File: src/sup_pkg.sv
package sup_pkg;

  // ****************************************
  // Timing
  // ****************************************
  localparam int CLK_PERIOD_NS = 20;
  localparam int SEC_TIME_MS   = 1000;
  localparam int SEC_CYCLES    = SEC_TIME_MS * 1000000 / CLK_PERIOD_NS;
  localparam int BLINK_HALF_MS = 250;
  localparam int BLINK_CYCLES  = BLINK_HALF_MS * 1000000 / CLK_PERIOD_NS;
  localparam int RST_HOLD_US   = 100;
  localparam int RST_HOLD_CYC  = RST_HOLD_US * 1000 / CLK_PERIOD_NS;
  localparam int SETTLE_CYCLES = 3;
  localparam logic [2:0] OVR_SEC = 3'h4;

  // Selectable watchdog periods, in seconds.
  localparam logic [7:0] PERIOD_SEC_0 = 8'h02;
  localparam logic [7:0] PERIOD_SEC_1 = 8'h0a;
  localparam logic [7:0] PERIOD_SEC_2 = 8'h32;
  localparam logic [7:0] PERIOD_SEC_3 = 8'hff;

  // ****************************************
  // Register map
  // ****************************************
  localparam logic [3:0] REG_CTRL    = 4'h0;
  localparam logic [3:0] REG_STATUS  = 4'h4;
  localparam int CTRL_PER_LSB = 0;
  localparam int CTRL_SWFAIL  = 2;
  localparam int CTRL_RSTDIS  = 3;
  localparam int CTRL_PWRDIS  = 4;
  localparam int CTRL_GPGREEN = 5;
  localparam logic [5:0] CTRL_RESET = 6'h00;
  localparam logic [9:0] SYNC_RESET = 10'h300;

  // ****************************************
  // Types
  // ****************************************
  typedef struct packed {
    logic red;
    logic green;
  } led_t;

  typedef struct packed {
    logic [3:0] addr;
    logic [7:0] wdata;
    logic       wr;
    logic       rd;
  } reg_req_t;

  typedef enum logic [1:0] {
    SLP_S0 = 2'h0,
    SLP_S3 = 2'h1,
    SLP_S4 = 2'h2,
    SLP_S5 = 2'h3
  } sleep_t;

  typedef enum logic [4:0] {
    HS_INIT       = 5'h01,
    HS_RUN        = 5'h02,
    HS_OFF_OPEN   = 5'h04,
    HS_OFF_LOCKED = 5'h08,
    HS_OFF_REOPEN = 5'h10
  } handle_state_t;

endpackage

File: src/pin_sync.sv
module pin_sync #(
  parameter int         W       = 1,
  parameter logic [W-1:0] RST_VAL = '0
) (
  input  wire logic         clk_sys,  // system clock
  input  wire logic         rstn,     // synchronous reset, active low
  input  wire logic [W-1:0] d,        // asynchronous pins
  output logic      [W-1:0] q         // synchronised pins
);

  logic [W-1:0] meta_q;

  // The first stage feeds only the second stage.
  always_ff @(posedge clk_sys) begin
    if (!rstn) begin
      meta_q <= RST_VAL;
      q      <= RST_VAL;
    end else begin
      meta_q <= d;
      q      <= meta_q;
    end
  end

endmodule

File: src/tick_div.sv
module tick_div #(
  parameter int PERIOD = 4
) (
  input  wire logic clk_sys,  // system clock
  input  wire logic rstn,     // synchronous reset, active low
  input  wire logic clr,      // restart the period from zero
  output logic      tick      // one-cycle pulse per period
);

  localparam int W = (PERIOD > 1) ? $clog2(PERIOD) : 1;

  logic [W-1:0] cnt_q;

  always_ff @(posedge clk_sys) begin
    if (!rstn || clr) begin
      cnt_q <= '0;
      tick  <= 1'b0;
    end else if (cnt_q == W'(PERIOD - 1)) begin
      cnt_q <= '0;
      tick  <= 1'b1;
    end else begin
      cnt_q <= cnt_q + 1'b1;
      tick  <= 1'b0;
    end
  end
endmodule

File: src/board_supervisor_watchdog.sv
// Contract
// - Timeout selectable: 2, 10, 50, 255 s.
// - Idle after reset until first trigger.
// - First trigger arms and starts timing.
// - Late trigger when armed forces board reset.
// - Armed stays armed until next reset.
// - Period writable at any time.
// - Each button press gives one event pulse.
// - Handle open 4 s forces soft-off.
// - Unlock then lock returns to working.
// - Open handle at power-up means soft-off.
// - External reset equals reset button.
// - Button and handle power function disableable.
// - Power indicator steady green only with rails good, reset released.
// - Sleep state indicator patterns.
// - Healthy working board shows steady green.
// - Open handle blinks power indicator yellow.
// - Power fault shows steady red.
// - Software failure flag blinks red.
module board_supervisor_watchdog #(
  parameter int SEC_CYCLES    = sup_pkg::SEC_CYCLES,
  parameter int BLINK_CYCLES  = sup_pkg::BLINK_CYCLES,
  parameter int RST_HOLD_CYC  = sup_pkg::RST_HOLD_CYC
) (
  input  wire logic             clk_sys,                 // system clock, 50 MHz
  input  wire logic             rstn,                    // synchronous reset, active low
  input  wire sup_pkg::reg_req_t reg_req,                // register request
  output logic [7:0]            rdata,                   // read data, cycle after read
  input  wire logic             reset_button_n,          // front reset button, low pressed
  input  wire logic             ext_reset_in_n,          // external reset, low active
  input  wire logic             handle_unlocked,         // front handle open
  input  wire logic             handle_button,           // handle release button pressed
  input  wire logic             rails_ok,                // all supply rails in limits
  input  wire logic             power_fault,             // hardware power fault
  input  wire logic [1:0]       sleep_state,             // chipset sleep state
  input  wire logic             disk_act_sata,           // disk activity, green lane
  input  wire logic             disk_act_raid,           // disk activity, yellow lane
  output logic                  board_reset_n,           // board reset, active low
  output logic                  pwr_btn_event,           // power button event pulse
  output logic                  pwr_btn_override,        // override pulse
  output logic                  soft_off,                // soft-off request level
  output sup_pkg::led_t         power_good_indicator,    // red and green
  output sup_pkg::led_t         general_indicator,       // red and green
  output sup_pkg::led_t         disk_activity_indicator  // red lane drives yellow
);

  // ****************************************
  // Pin synchronisers
  // ****************************************
  logic       btn_n_s;
  logic       ext_n_s;
  logic       unlocked_s;
  logic       hbtn_s;
  logic       rails_s;
  logic       fault_s;
  logic [1:0] sleep_s;
  logic       sata_s;
  logic       raid_s;

  pin_sync #(
    .W       (10),
    .RST_VAL (sup_pkg::SYNC_RESET)
  ) u_sync (
    .clk_sys (clk_sys),
    .rstn    (rstn),
    .d       ({reset_button_n, ext_reset_in_n, handle_unlocked, handle_button, rails_ok,
               power_fault, sleep_state, disk_act_sata, disk_act_raid}),
    .q       ({btn_n_s, ext_n_s, unlocked_s, hbtn_s, rails_s,
               fault_s, sleep_s, sata_s, raid_s})
  );

  // ****************************************
  // Registers
  // ****************************************
  logic [5:0] ctrl_q;
  logic       trigger;
  logic [7:0] status;
  logic       armed_q;
  logic       soft_off_q;

  assign trigger = reg_req.wr && (reg_req.addr == sup_pkg::REG_CTRL);
  assign status  = {3'h0, fault_s, rails_s, unlocked_s, soft_off_q, armed_q};

  always_ff @(posedge clk_sys) begin
    if (!rstn) begin
      ctrl_q <= sup_pkg::CTRL_RESET;
    end else if (trigger) begin
      ctrl_q <= reg_req.wdata[5:0];
    end
  end

  always_ff @(posedge clk_sys) begin
    if (!rstn) begin
      rdata <= 8'h00;
    end else if (reg_req.rd && reg_req.addr == sup_pkg::REG_CTRL) begin
      rdata <= {2'h0, ctrl_q};
    end else if (reg_req.rd && reg_req.addr == sup_pkg::REG_STATUS) begin
      rdata <= status;
    end else begin
      rdata <= 8'h00;
    end
  end

  // ****************************************
  // Watchdog
  // ****************************************
  function automatic logic [7:0] period_sec(input logic [1:0] sel);
    unique case (sel)
      2'h0:    period_sec = sup_pkg::PERIOD_SEC_0;
      2'h1:    period_sec = sup_pkg::PERIOD_SEC_1;
      2'h2:    period_sec = sup_pkg::PERIOD_SEC_2;
      2'h3:    period_sec = sup_pkg::PERIOD_SEC_3;
    endcase
  endfunction

  localparam int HW = $clog2(RST_HOLD_CYC + 1);

  logic          sec_tick;
  logic [7:0]    tmo_sec_q;
  logic          tmo_expire;
  logic [HW-1:0] tmo_hold_q;
  logic          btn_req;
  logic          ext_req;

  // Seconds restart on every trigger so the interval is measured exactly.
  tick_div #(
    .PERIOD  (SEC_CYCLES)
  ) u_tmo_sec (
    .clk_sys (clk_sys),
    .rstn    (rstn),
    .clr     (trigger || !armed_q),
    .tick    (sec_tick)
  );

  // Board reset clears the arm, so software cannot disarm by any write.
  always_ff @(posedge clk_sys) begin
    if (!rstn || !board_reset_n) begin
      armed_q <= 1'b0;
    end else if (trigger) begin
      armed_q <= 1'b1;
    end
  end

  always_ff @(posedge clk_sys) begin
    if (!rstn || !armed_q || trigger) begin
      tmo_sec_q <= 8'h00;
    end else if (sec_tick && !tmo_expire) begin
      tmo_sec_q <= tmo_sec_q + 8'h01;
    end
  end

  // The compare is greater-or-equal so a shortened period still expires.
  assign tmo_expire = armed_q && !trigger
                    && (tmo_sec_q >= period_sec(ctrl_q[1:0]));

  assign ext_req = !ext_n_s;
  assign btn_req = !btn_n_s && !ctrl_q[sup_pkg::CTRL_RSTDIS];

  always_ff @(posedge clk_sys) begin
    if (!rstn) begin
      tmo_hold_q <= '0;
    end else if (tmo_expire) begin
      tmo_hold_q <= HW'(RST_HOLD_CYC - 1);
    end else if (tmo_hold_q != '0) begin
      tmo_hold_q <= tmo_hold_q - 1'b1;
    end
  end

  always_ff @(posedge clk_sys) begin
    if (!rstn) begin
      board_reset_n <= 1'b1;
    end else begin
      board_reset_n <= !(ext_req || btn_req || tmo_expire || tmo_hold_q != '0);
    end
  end

  // ****************************************
  // Front handle
  // ****************************************
  sup_pkg::handle_state_t hs_q;
  sup_pkg::handle_state_t hs_d;
  logic       hsec_tick;
  logic [2:0] hsec_q;
  logic [1:0] settle_q;
  logic       hbtn_prev_q;
  logic       pwr_dis;
  logic       ovr_now;

  assign pwr_dis = ctrl_q[sup_pkg::CTRL_PWRDIS];

  tick_div #(
    .PERIOD  (SEC_CYCLES)
  ) u_handle_sec (
    .clk_sys (clk_sys),
    .rstn    (rstn),
    .clr     (!unlocked_s),
    .tick    (hsec_tick)
  );

  always_ff @(posedge clk_sys) begin
    if (!rstn || !unlocked_s) begin
      hsec_q <= 3'h0;
    end else if (hsec_tick && hsec_q != sup_pkg::OVR_SEC) begin
      hsec_q <= hsec_q + 3'h1;
    end
  end

  always_ff @(posedge clk_sys) begin
    if (!rstn) begin
      settle_q <= 2'h0;
    end else if (settle_q != 2'(sup_pkg::SETTLE_CYCLES)) begin
      settle_q <= settle_q + 2'h1;
    end
  end

  assign ovr_now = (hs_q == sup_pkg::HS_RUN) && unlocked_s && !pwr_dis
                 && (hsec_q == sup_pkg::OVR_SEC);

  always_comb begin
    hs_d = hs_q;
    unique case (hs_q)
      sup_pkg::HS_INIT: begin
        // The synchronisers must settle before the handle is judged.
        if (settle_q == 2'(sup_pkg::SETTLE_CYCLES)) begin
          hs_d = unlocked_s ? sup_pkg::HS_OFF_OPEN : sup_pkg::HS_RUN;
        end
      end
      sup_pkg::HS_RUN: begin
        if (ovr_now) begin
          hs_d = sup_pkg::HS_OFF_OPEN;
        end
      end
      sup_pkg::HS_OFF_OPEN: begin
        if (!unlocked_s) begin
          hs_d = sup_pkg::HS_OFF_LOCKED;
        end
      end
      sup_pkg::HS_OFF_LOCKED: begin
        if (unlocked_s) begin
          hs_d = sup_pkg::HS_OFF_REOPEN;
        end
      end
      sup_pkg::HS_OFF_REOPEN: begin
        if (!unlocked_s) begin
          hs_d = sup_pkg::HS_RUN;
        end
      end
      default: hs_d = sup_pkg::HS_INIT;
    endcase
  end

  always_ff @(posedge clk_sys) begin
    if (!rstn) begin
      hs_q       <= sup_pkg::HS_INIT;
      soft_off_q <= 1'b0;
    end else begin
      hs_q       <= hs_d;
      soft_off_q <= (hs_d != sup_pkg::HS_RUN) && (hs_d != sup_pkg::HS_INIT);
    end
  end

  assign soft_off = soft_off_q;

  always_ff @(posedge clk_sys) begin
    if (!rstn) begin
      hbtn_prev_q      <= 1'b0;
      pwr_btn_event    <= 1'b0;
      pwr_btn_override <= 1'b0;
    end else begin
      hbtn_prev_q      <= hbtn_s;
      pwr_btn_event    <= hbtn_s && !hbtn_prev_q && !pwr_dis;
      pwr_btn_override <= ovr_now;
    end
  end

  // ****************************************
  // Indicators
  // ****************************************
  logic blink_tick;
  logic blink_q;
  logic sleeping;
  logic s5;

  // One free-running divider drives every blinking lane, keeping them in phase.
  tick_div #(
    .PERIOD  (BLINK_CYCLES)
  ) u_blink (
    .clk_sys (clk_sys),
    .rstn    (rstn),
    .clr     (1'b0),
    .tick    (blink_tick)
  );

  always_ff @(posedge clk_sys) begin
    if (!rstn) begin
      blink_q <= 1'b0;
    end else if (blink_tick) begin
      blink_q <= !blink_q;
    end
  end

  assign s5       = soft_off_q || (sleep_s == sup_pkg::SLP_S5);
  assign sleeping = s5 || (sleep_s != sup_pkg::SLP_S0);

  always_ff @(posedge clk_sys) begin
    if (!rstn) begin
      power_good_indicator <= '0;
    end else if (fault_s) begin
      power_good_indicator <= '{red: 1'b1, green: 1'b0};
    end else if (unlocked_s) begin
      power_good_indicator <= '{red: blink_q, green: blink_q};
    end else if (ctrl_q[sup_pkg::CTRL_SWFAIL]) begin
      power_good_indicator <= '{red: blink_q, green: 1'b0};
    end else if (sleeping) begin
      power_good_indicator <= '0;
    end else begin
      power_good_indicator <= '{red: 1'b0,
                                green: rails_s && board_reset_n && hs_q == sup_pkg::HS_RUN};
    end
  end

  always_ff @(posedge clk_sys) begin
    if (!rstn) begin
      general_indicator       <= '0;
      disk_activity_indicator <= '0;
    end else if (s5) begin
      general_indicator       <= '{red: 1'b0, green: 1'b1};
      disk_activity_indicator <= '{red: 1'b0, green: 1'b1};
    end else if (sleep_s == sup_pkg::SLP_S4) begin
      general_indicator       <= '{red: 1'b0, green: 1'b1};
      disk_activity_indicator <= '0;
    end else if (sleep_s == sup_pkg::SLP_S3) begin
      general_indicator       <= '0;
      disk_activity_indicator <= '{red: 1'b0, green: 1'b1};
    end else begin
      general_indicator       <= '{red: 1'b0, green: ctrl_q[sup_pkg::CTRL_GPGREEN]};
      disk_activity_indicator <= '{red: raid_s, green: sata_s};
    end
  end
endmodule

File: config.mk
export PLATFORM = sky130hd
export DESIGN_NAME = board_supervisor_watchdog
export DESIGN_NICKNAME = d
export VERILOG_FILES = /design/src/sup_pkg.sv /design/src/pin_sync.sv /design/src/tick_div.sv /design/src/board_supervisor_watchdog.sv
export SDC_FILE = /design/constraint.sdc
export NUM_CORES = 1
export LEC_CHECK = 0
export ABC_AREA = 1
export BUFFER_PORTS_ARGS = -buffer_cell sky130_fd_sc_hd__buf_2
export CORE_ASPECT_RATIO = 1.25
export CORE_MARGIN = 1
export CORE_UTILIZATION = 56
export CTS_CLUSTER_DIAMETER = 200
export DETAILED_ROUTE_END_ITERATION = 10
export GPL_TIMING_DRIVEN = 0
export HOLD_SLACK_MARGIN = 0.02
export PLACE_DENSITY = 0.85
export SYNTH_ARGS = -nofsm -noshare
export SYNTH_HDL_FRONTEND = slang
export SYNTH_SLANG_ARGS = --single-unit
File: constraint.sdc
create_clock -name clk_sys -period 3.5 [get_ports clk_sys]
set_input_delay 0.35 -clock clk_sys [delete_from_list [all_inputs] [get_ports clk_sys]]
set_output_delay 0.35 -clock clk_sys [all_outputs]
set_load 0.02 [all_outputs]
### After elaboration in Yosys (flattened, before gate mapping)

Cells that the tools add are included.
W data, S select, Z words.

* bitwise operators: 1
* $add $sub $neg: 7
* reduce and logical (&&, ||, !) cells: 53
* order comparisons: 1
* equal/unequal tests: 21
* muxes and demuxes: 25

Operators with widths (count)
* $add A26 B1 Y26 const B: 2
* $eq A26 B26 Y1 const B: 2
* $pmux W8 S4: 1
* $mux W5: 6
* $mux W13: 2
* $pmux W5 S5: 1
* $add A24 B1 Y24 const B: 1
* $eq A24 B24 Y1 const B: 1
* $logic_and A1 B1 Y1: 16
* $logic_not A1 Y1: 13
* $reduce_bool A13 Y1: 1
* $sub A13 B1 Y13 const B: 1
* $reduce_or A2 Y1: 6
* $logic_or A1 B1 Y1: 11
* $eq A2 B2 Y1 const B: 5
* $mux W1: 10
* $add A8 B1 Y8 const B: 1
* $ge A8 B8 Y1: 1
* $mux W2: 3
* $mux W6: 1
* $eq A5 B1 Y1 const B: 1
* $eq A5 B2 Y1 const B: 1
* $eq A5 B3 Y1 const B: 1
* $eq A5 B4 Y1 const B: 1
* 17 further kinds: 19

* output and inout port bits: 18
* input bits: 26
* logic and storage cells: 138
* register bits: 157

### Longest topological paths before layout

* depth in word-level cells: 8
* mapped depth: 12
* depth with buffers taken out: 12

### Hierarchy

A second synthesis with hierarchy kept.

* cell total of the unflattened synthesis: 1053
* area total of the unflattened synthesis: 7543.5 um^2

By module, submodules not included
* tick_div at u_handle_sec ...: seq. area each 540.5 um^2, area an instance 1423.9 um^2, cells an instance 215, instances 2
* board_supervisor_watchdog: seq. area each 1101.1 um^2, area an instance 2722.6 um^2, cells an instance 363, instances 1
* tick_div at u_blink: seq. area each 500.5 um^2, area an instance 1400.1 um^2, cells an instance 198, instances 1
* pin_sync: seq. area each 400.4 um^2, area an instance 573.0 um^2, cells an instance 62, instances 1

### Least setup slack after synthesis

OpenSTA, ideal clock, no wires.

* path kind: reg2reg
* start: register ctrl_q[1]
* end: register tmo_sec_q[6]
* clock period less this slack: 1585 ps
* setup slack: 1915 ps
* cell stages (with the launch flop): 11
* arrival time: 1515 ps
* path buffers: 1
* required time: 3430 ps
* library setup time: 70 ps
* path through: dfxtp_1 nand2_1 ha_1 nand2_1 inv_1 a21oi_1 nand3_1 nand2_4 buf_4 nand3_1 a21oi_1

* cells in the longest elaborated chain, start to end: 6
* elaborated cells on any way between the ends: 9
* classes of those cells: order compare: 1; eq/ne: 3; mux: 1; reduce/logical: 4

Ends and longest elaborated chain
* start, declared: line board_supervisor_watchdog.sv:75 `logic [5:0] ctrl_q;`
* start signal, assigned: line board_supervisor_watchdog.sv:86 `ctrl_q <= sup_pkg::CTRL_RESET;`
* start signal, assigned: line board_supervisor_watchdog.sv:88 `ctrl_q <= reg_req.wdata[5:0];`
* $eq A2 B2 Y1, or another cell as far along: line board_supervisor_watchdog.sv:108 `unique case (sel)`
* $pmux W8 S4 (*): line board_supervisor_watchdog.sv:108
* $ge A8 B8 Y1 (*): line board_supervisor_watchdog.sv:154 `&& (tmo_sec_q >= period_sec(ctrl_q[1:0]));`
* $logic_and A1 B1 Y1 (*): line board_supervisor_watchdog.sv:154
* $logic_not A1 Y1 (*): line board_supervisor_watchdog.sv:147 `end else if (sec_tick && !tmo_expire) begin`
* $logic_and A1 B1 Y1 (*): line board_supervisor_watchdog.sv:147
* end signal, assigned: line board_supervisor_watchdog.sv:148 `tmo_sec_q <= tmo_sec_q + 8'h01;`
* end, declared: line board_supervisor_watchdog.sv:119 `logic [7:0] tmo_sec_q;`

Mark *: on every way between the ends. The rest lies on a longest branch, timed or not. The select of a mux whose other input is x is not followed.
A chain may end at the register's enable or synchronous reset.

### Worst setup path in the final report

* start: register u_handle_sec.cnt_q[0]
* end: register u_handle_sec.cnt_q[14]

* cells in the longest elaborated chain, start to end: 2
* elaborated cells on any way between the ends: 3
* classes of those cells: add/sub: 1; eq/ne: 1; reduce/logical: 1

Ends and longest elaborated chain
* start, declared: line tick_div.sv:12 `logic [W-1:0] cnt_q;`
* start signal, assigned: line tick_div.sv:22 `cnt_q <= cnt_q + 1'b1;`
* branches (longest 2 deep; another with $add A26 B1 Y26)

Several ways; the timed one is not identified.

==> metrics.md <==
| Metric | Value |
|---|---|
| CTS HTree Levels | 4 |
| Total Power | around 4.3 mW |
| Hold Fails Final Rpt | 0 |
| Die area | approximately 14000 um^2 |
| Diode count | 0 |
| DP Cell Count | ~1200 |
| Cts bufs inserted | 17 |
| Final Worst Setup Slack | 1510 ps |
| CP max FO | 10 |
| Sequential fraction of the synthesis area | 0.419 |
| Post-synthesis instance total | just over 1000 |
| Cell Pwr Density | 511 nW/um^2 |
| Slew HR | 0.607 |
| First drt pass iteration count | 5 |
| Hold_buf cts | 0 |
| CTS tree | yes |
| Routed len/inst | 12.8 um |
| Leak | 3.27 nW |
| CP Class | reg -> reg |
| Post-route DRC violation count | 0 |
| Place WS | about 1600 ps |
| Yosys reg bits | 154 |
| Critical Path RT | 3820 ps |
| RSZ-0062 raised after global routing | no |
| Die span in y | 130 um |
| Final worst-path cycle share | 0.570 |
| Site Rows | 46 |
| GRT Total Usage | 0.248 |
| # resized after CTS | 0 |
| Cell Area, Synth | 7360 um^2 |
| Critical Path AT | roughly 2300 ps |
| Via count | 6607 |
| Max cap viols | 0 |
| Layout cells sized above 1 | 0.114 |
| Worst slew pin tran | 589 ps |
| Port Buf Inserts | 37 |
| Core area | around 13000 um^2 |
| Synth area leaders | dfxtp_1 42%, nand2_1 12%, nor2_1 6.9% |
| DP HPWL | ~12000 um |
| Placed cell areas | 7770 um^2 |
| Antenna violation net count after detailed routing | 0 |
| Initial antenna violation count | 0 |
| Fin crit period | about 2000 ps |
| Setup Skew | roughly 10 ps |
| Routed WL | 16100 um |
| Post-Route Setup TNS | 0 ps |
| Synth area leader | dfxtp_1 |
| Post-synth EDFFs | 0 |
| Number of global-route vias before repair | 6118 |
| Synthesis Warnings | 0 |
| CTS sink count | 154 |
| Grt ovf | 0 |
| Status | finished, final reports clean |
| Final #Nets | ~1100 |
| Fin util | 0.652 |
| GPL Wtd Cong | 0.944 |
| Netlist cell types | 46 |
| VDD IR-drop max | ~0.38 mV |
| Critical path startpoint category | register |
| Setup Fix Bufs, Post-CTS | 0 |
| Largest net degree at the start of global routing | 17 |
| Clock root cell | clkbuf_16 |
| Most frequent cells in the layout | 242 x nand2_1, 154 x dfxtp_1, 135 x nor2_1, 127 x inv_1, 69 x a21oi_1 |
| F_max | 0.501 GHz |
| Clk buf depth | 2 |
| Die Wd | 105 um |
| Fin. max-slew vios | 0 |
| Clk slew on worst S/H paths | 60 ps |
| Post-synth top area share | 0.419 |
| Post-synth top flop | dfxtp_1 |
| Hold_ws | 96.6 ps |
| Drt initial violations | 409 |
| DR vias/cell | 5.25 |
| Clk_lat worst skew | 440 ps |
| I/O Pins | 44 |
| First-pass GRT wire length | roughly 27000 um |
| Worst Setup End Kind | register |
| Async SR Flop Fraction | 0 |
| Starting Density | 0.576 |
| Syn-to-layout area delta | 13.2% |
| Final non-filler cell total | approximately 1300 |
| Final setup violation count | 0 |
| Hold Crit Class | in -> reg |
| Mean Syn Cell Area | slightly above 7 um^2 |
| Final Cell Area | 8330 um^2 |
| Most common cell after layout, fill and taps aside | nand2_1 |
## cell families (layout without fill, tap and decap cells)
family	after synthesis	count (layout)	share of synthesized area
AND/OR/NAND/NOR	548	548	0.337
flip-flops	154	154	0.419
buffers and inverters	151	220	0.0841
AO/OA/AOI/OAI	109	109	0.0821
XOR/XNOR	38	38	0.0452
adder cells (fa/ha/maj)	19	19	0.0323
other	1	3	0.000509
## state kept, by name (all words and copies together), names as in the netlist, 2 cells and up
signal and count:
u_handle_sec.cnt_q 26, u_sync.q 10, tmo_hold_q 13, hs_q 5
tmo_sec_q 8, power_good_indicator 2, u_sync.meta_q 10, settle_q 2
u_blink.cnt_q 24, hsec_q 3, rdata 6, u_tmo_sec.cnt_q 26
ctrl_q 6, disk_activity_indicator 2
## worst max-delay path, stage by stage, from the launching register on
cell and delay (ps):
dfxtp_1 430, ha_1 330, nand3_1 220, nor3_1 210, nand4_1 200, nand2_2 210
buf_4 210, nor2_1 50
## layer usage
metal | GRT usage | vias up | wire length, um
met1 | 0.288 | 2956 | 6970
met5 | 0 | - | 0
met4 | 0.127 | 0 | 433
met3 | 0.0569 | 41 | 953
li1 | - | 3383 | -
met2 | 0.430 | 227 | 7770
## layout make-up
| type | count | area [um^2] |
|---|---|---|
| fill | 1041 | 4440 |
| multi-input combinational | 717 | 3670 |
| sequential | 154 | 3080 |
| inverter | 131 | 492 |
| clock buffer | 20 | 447 |
| tap | 168 | 210 |
| timing repair buffer | 37 | 185 |
| buffer | 20 | 128 |
| clock inverter | 12 | 120 |
## where the power goes
group          switching (mW)  leakage [nW]  internal, mW
registers              0.0735          1.25          1.85
logic                   0.353          1.75         0.233
clock network           0.747         0.271          1.00
## Yosys cell counts, types with 4 or more instances
library cell	count
nand2_1	242
o21ai_0	21
nand3b_1	13
xor2_1	23
or2_2	7
dfxtp_1	154
inv_1	127
inv_2	4
or2_0	6
buf_4	6
ha_1	19
a21oi_1	69
nor2_1	135
a21oi_2	9
nor3_1	20
nand2_2	5
nand3_1	56
nor2_2	5
buf_2	4
xnor2_1	15
nor3b_1	5
nor3_2	5
nand4_1	33
buf_1	4
## final timing paths
path	start	to	slack (ps)	depth (start not counted)
worst max register to register	u_handle_sec.cnt_q[0]$_SDFF_PP0_	u_handle_sec.cnt_q[14]$_SDFF_PP0_	1510	7
worst min register to register	hbtn_prev_q$_SDFF_PN0_	pwr_btn_event$_SDFF_PN0_	400	1
worst max-delay path	u_handle_sec.cnt_q[0]$_SDFF_PP0_	u_handle_sec.cnt_q[14]$_SDFF_PP0_	1510	7
worst min-delay path	handle_unlocked	u_sync.meta_q[7]$_SDFF_PN0_	100	3
Note: power is estimated with default switching activity, not from simulation.
